--- src/logic/liu_pkg.sv ---
// Shared constants and types of the line interface system-side data port
package liu_pkg;

    // Core clock and line timing
    localparam int unsigned CORE_CLK_MHZ = 125;
    localparam int unsigned QTR_DIV_DEF = 1;
    localparam int unsigned DIV_W = 16;

    // Data path widths and FIFO depth
    localparam int unsigned NIB_W = 4;
    localparam int unsigned FIFO_DEPTH_DEF = 16;

    // Register byte offsets
    localparam logic [3:0] ADR_CTRL = 4'h0;
    localparam logic [3:0] ADR_STAT = 4'h4;

    // Control register fields
    localparam int unsigned CTRL_COAX_BIT = 0;
    localparam int unsigned CTRL_MODE_LSB = 1;
    localparam int unsigned CTRL_TXEN_BIT = 3;
    localparam int unsigned CTRL_INV_BIT = 4;

    // Status register fields
    localparam int unsigned STAT_LOS_BIT = 0;
    localparam int unsigned STAT_OVF_BIT = 1;
    localparam int unsigned STAT_UDF_BIT = 2;
    localparam int unsigned STAT_LVL_LSB = 8;

    // Transmit timing modes
    typedef enum logic [1:0] {
        TXM_MASTER = 2'b00,
        TXM_SLAVE = 2'b01,
        TXM_LOOP = 2'b10,
        TXM_SERIAL = 2'b11
    } liu_tx_mode_e;

    // Values after reset
    localparam logic COAX_SEL_RST = 1'b1;
    localparam logic TX_EN_RST = 1'b1;
    localparam logic CLK_INV_RST = 1'b0;
    localparam liu_tx_mode_e TX_MODE_RST = TXM_MASTER;

    // Quarter-bit phases and bit slots within a nibble
    // Receive samples sit half a bit late to cover the two-flop line synchroniser
    localparam logic [1:0] PH_SAMP_FIRST = 2'h2;
    localparam logic [1:0] PH_MID_PRE = 2'h1;
    localparam logic [1:0] PH_SAMP_SECOND = 2'h0;
    localparam logic [1:0] PH_LAST = 2'h3;
    localparam logic [1:0] BN_RISE_PRE = 2'h1;
    localparam logic [1:0] BN_LAST = 2'h3;

endpackage : liu_pkg

--- src/logic/liu_port.sv ---
// Line interface system-side data port: transmit FIFO, serialiser, COAX_MODE_SELECT/NRZ line and receive side
//
// How it works
// - Parallel nibbles captured on rising transmit clock by default, sent MSB first.
// - External parallel clock used only in slave and loop-timing parallel modes.
// - Parallel clock output driven only in master mode; it toggles during reset.
// - Serial mode samples data on rising edge of the serial input clock by default.
// - Coax outputs float when transmitter disabled; active during reset.
// - Line clock output runs at twice the bit rate, also during reset.
// - Optical output carries NRZ transmit data in fiber operation.
// - Receive nibbles hold the first received bit in the MSB.
// - Signal lost forces all parallel receive data low.
// - Parallel receive clock is the recovered clock divided by four, runs in reset.
// - Parallel receive data launched on the falling parallel clock edge.
// - Parallel receive clock keeps its phase and runs steadily while signal lost.
// - Signal lost forces serial receive data to zero.
// - Serial receive data launched on the falling serial clock edge.
// - Serial receive clock keeps its phase and runs steadily while signal lost.
// - Line input decoded as COAX_MODE_SELECT or NRZ by the line interface select.
// - Coax select resets to one; zero disables COAX_MODE_SELECT and uses optical output.
//
// Local design decisions: the address map and the Wishbone interface to the registers.
`timescale 1ns/1ps

////////////////////////////////////////////////////////////////////////////////
module liu_fifo #(
    parameter int unsigned W = liu_pkg::NIB_W,
    parameter int unsigned DEPTH = liu_pkg::FIFO_DEPTH_DEF,
    localparam int unsigned AW = $clog2(DEPTH)
) (
    input wire logic core_clk_i,
    input wire logic rst_i,
    input wire logic in_valid_i,
    output logic in_ready_o,
    input wire logic [W-1:0] in_data_i,
    output logic out_valid_o,
    input wire logic out_ready_i,
    output logic [W-1:0] out_data_o,
    output logic [AW:0] level_o
);
    import liu_pkg::*;

    typedef struct packed {
        logic [DEPTH-1:0][W-1:0] mem;
        logic [AW-1:0] wp;
        logic [AW-1:0] rp;
        logic [AW:0] cnt;
    } liu_fifo_state_s;

    liu_fifo_state_s f_q;
    liu_fifo_state_s f_d;
    logic do_wr;
    logic do_rd;

    assign in_ready_o = f_q.cnt != (AW+1)'(DEPTH);
    assign out_valid_o = f_q.cnt != '0;
    assign out_data_o = f_q.mem[f_q.rp];
    assign level_o = f_q.cnt;
    assign do_wr = in_valid_i && in_ready_o;
    assign do_rd = out_ready_i && out_valid_o;

    always_comb begin
        f_d = f_q;
        if (do_wr) begin
            f_d.mem[f_q.wp] = in_data_i;
            f_d.wp = (f_q.wp == AW'(DEPTH - 1)) ? '0 : f_q.wp + 1'b1;
        end
        if (do_rd) begin
            f_d.rp = (f_q.rp == AW'(DEPTH - 1)) ? '0 : f_q.rp + 1'b1;
        end
        case ({do_wr, do_rd})
            2'b10: f_d.cnt = f_q.cnt + 1'b1;
            2'b01: f_d.cnt = f_q.cnt - 1'b1;
            default: f_d.cnt = f_q.cnt;
        endcase
    end

    always_ff @(posedge core_clk_i or posedge rst_i) begin
        if (rst_i) begin
            f_q <= '0;
        end else begin
            f_q <= f_d;
        end
    end

endmodule : liu_fifo

////////////////////////////////////////////////////////////////////////////////
module liu_port #(
    parameter int unsigned QTR_DIV = liu_pkg::QTR_DIV_DEF,
    parameter int unsigned FIFO_DEPTH = liu_pkg::FIFO_DEPTH_DEF
) (
    input wire logic core_clk_i,
    input wire logic rst_i,
    input wire logic wb_cyc_i,
    input wire logic wb_stb_i,
    input wire logic wb_we_i,
    input wire logic [3:0] wb_adr_i,
    input wire logic [3:0] wb_sel_i,
    input wire logic [31:0] wb_dat_i,
    output logic [31:0] wb_dat_o,
    output logic wb_ack_o,
    input wire logic [liu_pkg::NIB_W-1:0] tx_nibble_i,
    input wire logic tx_par_clk_in_i,
    output logic tx_par_clk_out_o,
    output logic tx_par_clk_out_oe_o,
    input wire logic tx_ser_data_in_p_i,
    input wire logic tx_ser_clk_in_p_i,
    output logic tx_fifo_ready_o,
    output logic coax_line_out_p_o,
    output logic coax_line_out_oe_o,
    output logic line_clk_out_p_o,
    output logic optical_data_out_p_o,
    input wire logic line_in_p_i,
    input wire logic signal_lost_i,
    output logic [liu_pkg::NIB_W-1:0] rx_nibble_o,
    output logic rx_par_clk_out_o,
    output logic rx_ser_data_out_p_o,
    output logic rx_ser_clk_out_p_o
);
    import liu_pkg::*;

    localparam int unsigned LVL_W = $clog2(FIFO_DEPTH) + 1;

    // Clock generator: two-state so it runs free, reset or not
    typedef struct packed {
        bit [DIV_W-1:0] div;
        bit [1:0] ph;
        bit [1:0] bn;
        bit line_clk;
        bit rser_clk;
        bit rpar_clk;
        bit tpar_clk;
    } liu_clkgen_s;

    typedef struct packed {
        logic ack;
        logic [31:0] rdat;
        logic coax_sel;
        liu_tx_mode_e mode;
        logic tx_en;
        logic clk_inv;
        logic ovf;
        logic udf;
        logic [2:0] pclk_s;
        logic [2:0] sclk_s;
        logic [1:0] sdat_s;
        logic [1:0] line_s;
        logic [1:0] los_s;
        logic [NIB_W-1:0] nib_s1;
        logic [NIB_W-1:0] nib_s2;
        logic [NIB_W-1:0] gsh;
        logic [1:0] gcnt;
        logic push_v;
        logic [NIB_W-1:0] push_d;
        logic [NIB_W-1:0] tsh;
        logic tbit;
        logic cmi_lvl;
        logic coax_out;
        logic coax_oe;
        logic opt_out;
        logic tpar_oe;
        logic fifo_rdy;
        logic cmi_first;
        logic rbit;
        logic [NIB_W-1:0] rsh;
        logic rser;
        logic [NIB_W-1:0] rnib;
    } liu_port_state_s;

    localparam liu_port_state_s RST_STATE = '{
        coax_sel: COAX_SEL_RST, mode: TX_MODE_RST, tx_en: TX_EN_RST,
        clk_inv: CLK_INV_RST, coax_oe: 1'b1, tpar_oe: 1'b1, default: '0};

    liu_clkgen_s ck_q;
    liu_clkgen_s ck_d;
    liu_port_state_s s_q;
    liu_port_state_s s_d;

    logic qtick;
    logic bit_start;
    logic nib_start;
    logic mid_tick;
    logic master_edge;
    logic ext_edge;
    logic ser_edge;
    logic fifo_in_ready;
    logic fifo_out_valid;
    logic fifo_pop;
    logic [NIB_W-1:0] fifo_out_data;
    logic [LVL_W-1:0] fifo_level;
    logic bus_req;
    logic [31:0] ctrl_word;
    logic [31:0] stat_word;

    ////////////////////////////////////////////////////////////////////////////
    // Line timing: quarter-bit ticks, bit and nibble slots
    assign qtick = ck_q.div == DIV_W'(QTR_DIV - 1);
    assign bit_start = qtick && (ck_q.ph == PH_LAST);
    assign nib_start = bit_start && (ck_q.bn == BN_LAST);
    assign mid_tick = qtick && (ck_q.ph == PH_MID_PRE);

    always_comb begin
        ck_d = ck_q;
        ck_d.div = qtick ? '0 : ck_q.div + 1'b1;
        if (qtick) begin
            ck_d.ph = ck_q.ph + 1'b1;
            ck_d.line_clk = !ck_q.line_clk;
        end
        if (bit_start) begin
            ck_d.bn = ck_q.bn + 1'b1;
        end
        // Divided clocks never stop; signal loss leaves their phase alone
        ck_d.rser_clk = ck_d.ph[1];
        ck_d.rpar_clk = ck_d.bn[1];
        ck_d.tpar_clk = ck_d.bn[1];
    end

    always_ff @(posedge core_clk_i) begin
        ck_q <= ck_d;
    end

    ////////////////////////////////////////////////////////////////////////////
    // Transmit FIFO between framer capture and the line serialiser
    liu_fifo #(
        .W(NIB_W),
        .DEPTH(FIFO_DEPTH)
    ) u_tx_fifo (
        .core_clk_i(core_clk_i),
        .rst_i(rst_i),
        .in_valid_i(s_q.push_v),
        .in_ready_o(fifo_in_ready),
        .in_data_i(s_q.push_d),
        .out_valid_o(fifo_out_valid),
        .out_ready_i(fifo_pop),
        .out_data_o(fifo_out_data),
        .level_o(fifo_level)
    );

    assign fifo_pop = nib_start && fifo_out_valid;

    ////////////////////////////////////////////////////////////////////////////
    // Register words and edge detection on synchronised pins
    assign bus_req = wb_cyc_i && wb_stb_i && !s_q.ack;
    assign master_edge = s_q.clk_inv ? nib_start : (bit_start && ck_q.bn == BN_RISE_PRE);
    assign ext_edge = s_q.clk_inv ? (!s_q.pclk_s[1] && s_q.pclk_s[2])
                                  : (s_q.pclk_s[1] && !s_q.pclk_s[2]);
    assign ser_edge = s_q.clk_inv ? (!s_q.sclk_s[1] && s_q.sclk_s[2])
                                  : (s_q.sclk_s[1] && !s_q.sclk_s[2]);

    always_comb begin
        ctrl_word = '0;
        ctrl_word[CTRL_COAX_BIT] = s_q.coax_sel;
        ctrl_word[CTRL_MODE_LSB +: 2] = s_q.mode;
        ctrl_word[CTRL_TXEN_BIT] = s_q.tx_en;
        ctrl_word[CTRL_INV_BIT] = s_q.clk_inv;
        stat_word = '0;
        stat_word[STAT_LOS_BIT] = s_q.los_s[1];
        stat_word[STAT_OVF_BIT] = s_q.ovf;
        stat_word[STAT_UDF_BIT] = s_q.udf;
        stat_word[STAT_LVL_LSB +: LVL_W] = fifo_level;
    end

    ////////////////////////////////////////////////////////////////////////////
    // Main state update
    always_comb begin
        logic [NIB_W-1:0] nb;
        logic clr;
        nb = '0;
        clr = 1'b0;
        s_d = s_q;

        // Bus slave: one wait state, unmapped reads return zero
        s_d.ack = bus_req;
        s_d.rdat = '0;
        if (bus_req && !wb_we_i) begin
            case (wb_adr_i)
                ADR_CTRL: s_d.rdat = ctrl_word;
                ADR_STAT: s_d.rdat = stat_word;
                default: s_d.rdat = '0;
            endcase
        end
        if (bus_req && wb_we_i && wb_sel_i[0]) begin
            case (wb_adr_i)
                ADR_CTRL: begin
                    s_d.coax_sel = wb_dat_i[CTRL_COAX_BIT];
                    s_d.mode = liu_tx_mode_e'(wb_dat_i[CTRL_MODE_LSB +: 2]);
                    s_d.tx_en = wb_dat_i[CTRL_TXEN_BIT];
                    s_d.clk_inv = wb_dat_i[CTRL_INV_BIT];
                end
                ADR_STAT: clr = 1'b1;
                default: clr = 1'b0;
            endcase
        end

        // Two-stage synchronisers, clocks get a third stage for edges
        s_d.pclk_s = {s_q.pclk_s[1:0], tx_par_clk_in_i};
        s_d.sclk_s = {s_q.sclk_s[1:0], tx_ser_clk_in_p_i};
        s_d.sdat_s = {s_q.sdat_s[0], tx_ser_data_in_p_i};
        s_d.line_s = {s_q.line_s[0], line_in_p_i};
        s_d.los_s = {s_q.los_s[0], signal_lost_i};
        s_d.nib_s1 = tx_nibble_i;
        s_d.nib_s2 = s_q.nib_s1;

        // Capture from the framer
        s_d.push_v = 1'b0;
        case (s_q.mode)
            TXM_MASTER: begin
                if (master_edge) begin
                    s_d.push_v = 1'b1;
                    s_d.push_d = s_q.nib_s2;
                end
            end
            TXM_SLAVE, TXM_LOOP: begin
                if (ext_edge) begin
                    s_d.push_v = 1'b1;
                    s_d.push_d = s_q.nib_s2;
                end
            end
            TXM_SERIAL: begin
                if (ser_edge) begin
                    s_d.gsh = {s_q.gsh[NIB_W-2:0], s_q.sdat_s[1]};
                    s_d.gcnt = s_q.gcnt + 1'b1;
                    if (s_q.gcnt == BN_LAST) begin
                        s_d.push_v = 1'b1;
                        s_d.push_d = {s_q.gsh[NIB_W-2:0], s_q.sdat_s[1]};
                    end
                end
            end
            default: s_d.push_v = 1'b0;
        endcase

        // Sticky errors: write one clears, a new event wins
        s_d.ovf = (s_q.ovf && !(clr && wb_dat_i[STAT_OVF_BIT]))
                  || (s_q.push_v && !fifo_in_ready);
        s_d.udf = (s_q.udf && !(clr && wb_dat_i[STAT_UDF_BIT]))
                  || (nib_start && !fifo_out_valid);
        s_d.fifo_rdy = fifo_in_ready;

        // Serialiser and line encoder; an empty FIFO sends zeros
        if (bit_start) begin
            nb = nib_start ? (fifo_out_valid ? fifo_out_data : '0) : s_q.tsh;
            s_d.tbit = nb[NIB_W-1];
            s_d.tsh = {nb[NIB_W-2:0], 1'b0};
            if (nb[NIB_W-1]) begin
                s_d.cmi_lvl = !s_q.cmi_lvl;
                s_d.coax_out = !s_q.cmi_lvl;
            end else begin
                s_d.coax_out = 1'b0;
            end
            s_d.opt_out = s_q.coax_sel ? 1'b0 : nb[NIB_W-1];
        end else if (mid_tick && !s_q.tbit) begin
            s_d.coax_out = 1'b1;
        end
        s_d.coax_oe = s_q.tx_en && s_q.coax_sel;
        s_d.tpar_oe = s_q.mode == TXM_MASTER;

        // Receive decode: COAX_MODE_SELECT compares the two half-bits, NRZ samples mid-bit
        if (qtick && ck_q.ph == PH_SAMP_FIRST) begin
            s_d.cmi_first = s_q.line_s[1];
        end
        if (qtick && ck_q.ph == PH_SAMP_SECOND) begin
            s_d.rbit = s_q.coax_sel ? (s_q.cmi_first == s_q.line_s[1]) : s_q.line_s[1];
        end
        if (bit_start) begin
            s_d.rser = s_q.rbit;
            s_d.rsh = {s_q.rsh[NIB_W-2:0], s_q.rbit};
            if (ck_q.bn == BN_LAST) begin
                s_d.rnib = {s_q.rsh[NIB_W-2:0], s_q.rbit};
            end
        end
        if (s_q.los_s[1]) begin
            s_d.rser = 1'b0;
            s_d.rnib = '0;
        end
    end

    always_ff @(posedge core_clk_i or posedge rst_i) begin
        if (rst_i) begin
            s_q <= RST_STATE;
        end else begin
            s_q <= s_d;
        end
    end

    ////////////////////////////////////////////////////////////////////////////
    // Outputs
    assign wb_ack_o = s_q.ack;
    assign wb_dat_o = s_q.rdat;
    assign tx_par_clk_out_o = ck_q.tpar_clk;
    assign tx_par_clk_out_oe_o = s_q.tpar_oe;
    assign tx_fifo_ready_o = s_q.fifo_rdy;
    assign coax_line_out_p_o = s_q.coax_out;
    assign coax_line_out_oe_o = s_q.coax_oe;
    assign line_clk_out_p_o = ck_q.line_clk;
    assign optical_data_out_p_o = s_q.opt_out;
    assign rx_nibble_o = s_q.rnib;
    assign rx_par_clk_out_o = ck_q.rpar_clk;
    assign rx_ser_data_out_p_o = s_q.rser;
    assign rx_ser_clk_out_p_o = ck_q.rser_clk;

    ////////////////////////////////////////////////////////////////////////////
    // Assertions
    logic los_q;
    logic pop_msb;
    logic [DIV_W-1:0] per_cnt;
    logic per_seen;

    assign los_q = s_q.los_s[1];
    assign pop_msb = fifo_out_data[NIB_W-1];

    always_ff @(posedge core_clk_i or posedge rst_i) begin
        if (rst_i) begin
            per_cnt <= '0;
            per_seen <= 1'b0;
        end else if (ck_d.rpar_clk && !ck_q.rpar_clk) begin
            per_cnt <= '0;
            per_seen <= 1'b1;
        end else begin
            per_cnt <= per_cnt + 1'b1;
        end
    end
endmodule : liu_port

--- config.mk ---
export PLATFORM = sky130hd
export DESIGN_NAME = liu_port
export DESIGN_NICKNAME = d
export VERILOG_FILES = /design/src/logic/liu_pkg.sv /design/src/logic/liu_port.sv
export SDC_FILE = /design/constraint.sdc
export NUM_CORES = 1
export LEC_CHECK = 0
export ABC_AREA = 1
export ABC_CLOCK_PERIOD_IN_PS = 5250
export BUFFER_PORTS_ARGS = -buffer_cell sky130_fd_sc_hd__buf_4
export CAP_MARGIN = 10
export CORE_MARGIN = 1.5
export CORE_UTILIZATION = 55
export CTS_CLUSTER_DIAMETER = 50
export DETAILED_ROUTE_END_ITERATION = 10
export PLACE_DENSITY = 0.76
export SYNTH_ARGS = -nofsm -noshare
export SYNTH_HDL_FRONTEND = slang
export SYNTH_SLANG_ARGS = --single-unit
--- constraint.sdc ---
create_clock -name core_clk_i -period 5.25 [get_ports core_clk_i]
set_input_delay 0.525 -clock core_clk_i [delete_from_list [all_inputs] [get_ports core_clk_i]]
set_output_delay 0.525 -clock core_clk_i [all_outputs]
set_load 0.02 [all_outputs]
==> flow_summary.yaml <==
run_status:
  status: "completed"
drt:
  drt_wl_total_um: 14600
  num_vias: 5582
  post-route-drc-count: 0
  firstDrtPassIters: 5
  vias_per_cell: 5.10
  postRouteAntennaNets: 0
  drt-initial-drc-count: 420
  wl_per_cell_um: 13.3
timing:
  relSlewSlack_pct: 33.6
  rsz0062_at_grt: "no"
  finalCritPeriodShare_pct: 52.2
  finalCriticalPeriod_ns: 2.74
  fmax_ghz: 0.365
  fin_skew_ns: 0.00602
  hold_violations: 0
  setup_tns_ns: 0
  timing.hold.ws_ns: 0.199
  finalSetupViolCount: 0
  slew_viol_final: 0
  fin_ws_ns: 2.51
  worst_pin_slew_ns: 0.996
synth:
  synth_warnings: 0
  ys_seq_area_share_pct: 53.4
  synth_area_um2: 7690
  yosys_register_bits: 166
  yosys.area.top_type_share_pct: 45.9
  yosysTopAreaCell: "dfrtp_1"
  syn_area_per_cell_um2: 8.90
  syn_inst: 864
  ys_types: 42
  synth_area_leaders: "dfrtp_1 46%, nand2_1 9.5%, o21ai_0 6.9%, inv_1 4.5%, dfxtp_1 4.2%"
worst_setup_path:
  startpoint_type: "flop"
  rr_startpoint: "ck_q[8]"
  critPathMaxFanout: 14
  cp-end-kind: "flop"
  reg2reg_slack_ns: 2.51
  crit_start: "ck_q[8]"
  reg2reg_depth: 16
  r2r_end: "u_tx_fifo.level_o[4]"
  crit_end: "u_tx_fifo.level_o[4]"
  required_ns: 5.61
  crit_arrival_ns: 3.10
  path_class: "reg -> reg"
min_path:
  hold_class: "in -> reg"
clock_network:
  clk_pin_slew_ns: 0.06
  root_buffer: "clkbuf_16"
  postCtsHoldBufs: 0
  cts_setup_buffers: 0
  numCtsBuffers: 17
  clkLatencyLatePin_ns: 0.43
  htreeDepth: 4
  cts_tree: "built"
  clk_path_buf_depth: 2
  cts_sinks: 166
  cts_resized: 0
cells_and_area:
  antenna_cells: 0
  area_delta_synth_final_pct: 11.2
  most-common-layout-cells: "195 x nand2_1, 141 x dfrtp_1, 106 x o21ai_0, 92 x inv_1, 63 x nor2_1"
  drive_above_1_share_pct: 13.7
  layout.cells.most_common: "nand2_1"
  nets: 975
job:
  max-cap-violations: 0
grt:
  grt.met3_usage_pct: 5.22
  busiest_layer: "met2"
  track_usage_pct: 21.7
  grt_first_pass_wirelength_um: 24700
  met1_usage_pct: 28.7
  grt_pass1_vias: 5242
  grt_max_degree: 116
  antenna_found_initial: 0
  grt.overflow.total: 0
  grtUsageMet2_pct: 34.9
power_and_ir_drop:
  power.density_nw_per_um2: 396
  p_leak_nw: 4.02
  vdd_ir_drop_max_v: 0.000212
floorplanning:
  die_y_um: 121
  start_util_pct: 55.8
  core_um2: 13800
  die_w_um: 121
  ioPinCount: 101
  die_area_um2: 14700
  rows: 43
place:
  place.gp.congestion: 0.835
  port_buffers: 48
  preCtsSetupSlack_ns: 2.53
  dp_hpwl_um: 9630
[flip-flops by register name, summed over array words and instances, names as in the netlist, 4 cells and up]
register and count:
u_tx_fifo.f_q 72, s_q 30, ck_q 20, s_d 11, wb_dat_o 10, ctrl_word 5
u_tx_fifo.level_o 5, rx_nibble_o 4
[worst min-delay path by stage]
stage / endpoint / start / cells past startpoint / slack (ns)
after floorplan: los_q / s_d[42] / 0 / 0.33
after global placement: s_d[52] / s_d[51] / 0 / 0.34
after detailed placement: los_q / s_d[42] / 0 / 0.34
after CTS: s_d[48] / tx_ser_clk_in_p_i / 1 / 0.18
after global routing: s_d[48] / tx_ser_clk_in_p_i / 1 / 0.18
final: s_d[48] / tx_ser_clk_in_p_i / 1 / 0.20
[layout make-up]
class                           count  area, µm²
Clock inverter                      9       78.8
Multi-Input combinational cell    569       2920
Timing Repair Buffer               50        375
Clock buffer                       23        468
Tap cell                          180        225
Sequential cell                   166       4100
Inverter                           98        373
Fill cell                        1209       5230
[synthesized netlist by cell type (all sizes together)]
cell type and number:
a21boi 2, a21oi 20, and3 1, buf 48, clkbuf 4, clkinv 1
conb 1, dfrtp 141, dfstp 4, dfxtp 16, edfxtp 5, ha 19
inv 97, mux2 2, nand2 205, nand3 37, nand3b 1, nand4 4
nor2 75, nor3 14, o211ai 7, o21ai 135, o22ai 2, or2 2
xnor2 6, xor2 15
[through the flow]
step	util (%)	total power, W	cells	cell area, µm²
floorplan	-	0.00207	885	7770
global placement	58.1	0.00223	1063	8000
detailed placement	58.1	0.00225	1063	8000
CTS	62.1	0.00341	1095	8550
global route	62.1	0.00359	1095	8550
finish	62.1	0.00339	1095	8550
[power breakdown]
| group | switching (W) | internal (W) |
|---|---|---|
| Sequential | 0.0000955 | 0.00136 |
| Clock | 0.000478 | 0.000673 |
| Combinational | 0.000529 | 0.000254 |
[critical path, stage by stage, from the launching register on]
cell and delay (ns):
dfxtp_1 0.34, inv_1 0.07, ha_1 0.14, nand3_1 0.11
nor2_4 0.15, nand4_2 0.17, nor2_4 0.31, ha_1 0.34
xor2_1 0.21, ha_1 0.17, inv_1 0.05, nand2_1 0.05
nand2_1 0.06, o21ai_1 0.17, a21oi_1 0.08, o21ai_0 0.10
xor2_1 0.16
[cells by family (layout without fill, tap and decap cells)]
family	after synthesis	count (layout)	share of synthesized area, %
and+or+nand+nor	339	339	19.5
AOI/OAI and AO/OA	166	166	11.6
DFF	166	166	53.4
buffers and inverters	150	180	9.62
xor gates and xnor gates	21	21	2.39
adders and majority gates	19	19	3.09
muxes	2	2	0.293
other	1	22	0.0488
[per-layer routing]
layer	share of wire (%)	wire length (µm)
met2	48	6970
met5	0	0
met4	1.7	252
met1	46	6720
met3	4.4	641
(Power assumes the default switching activity.)
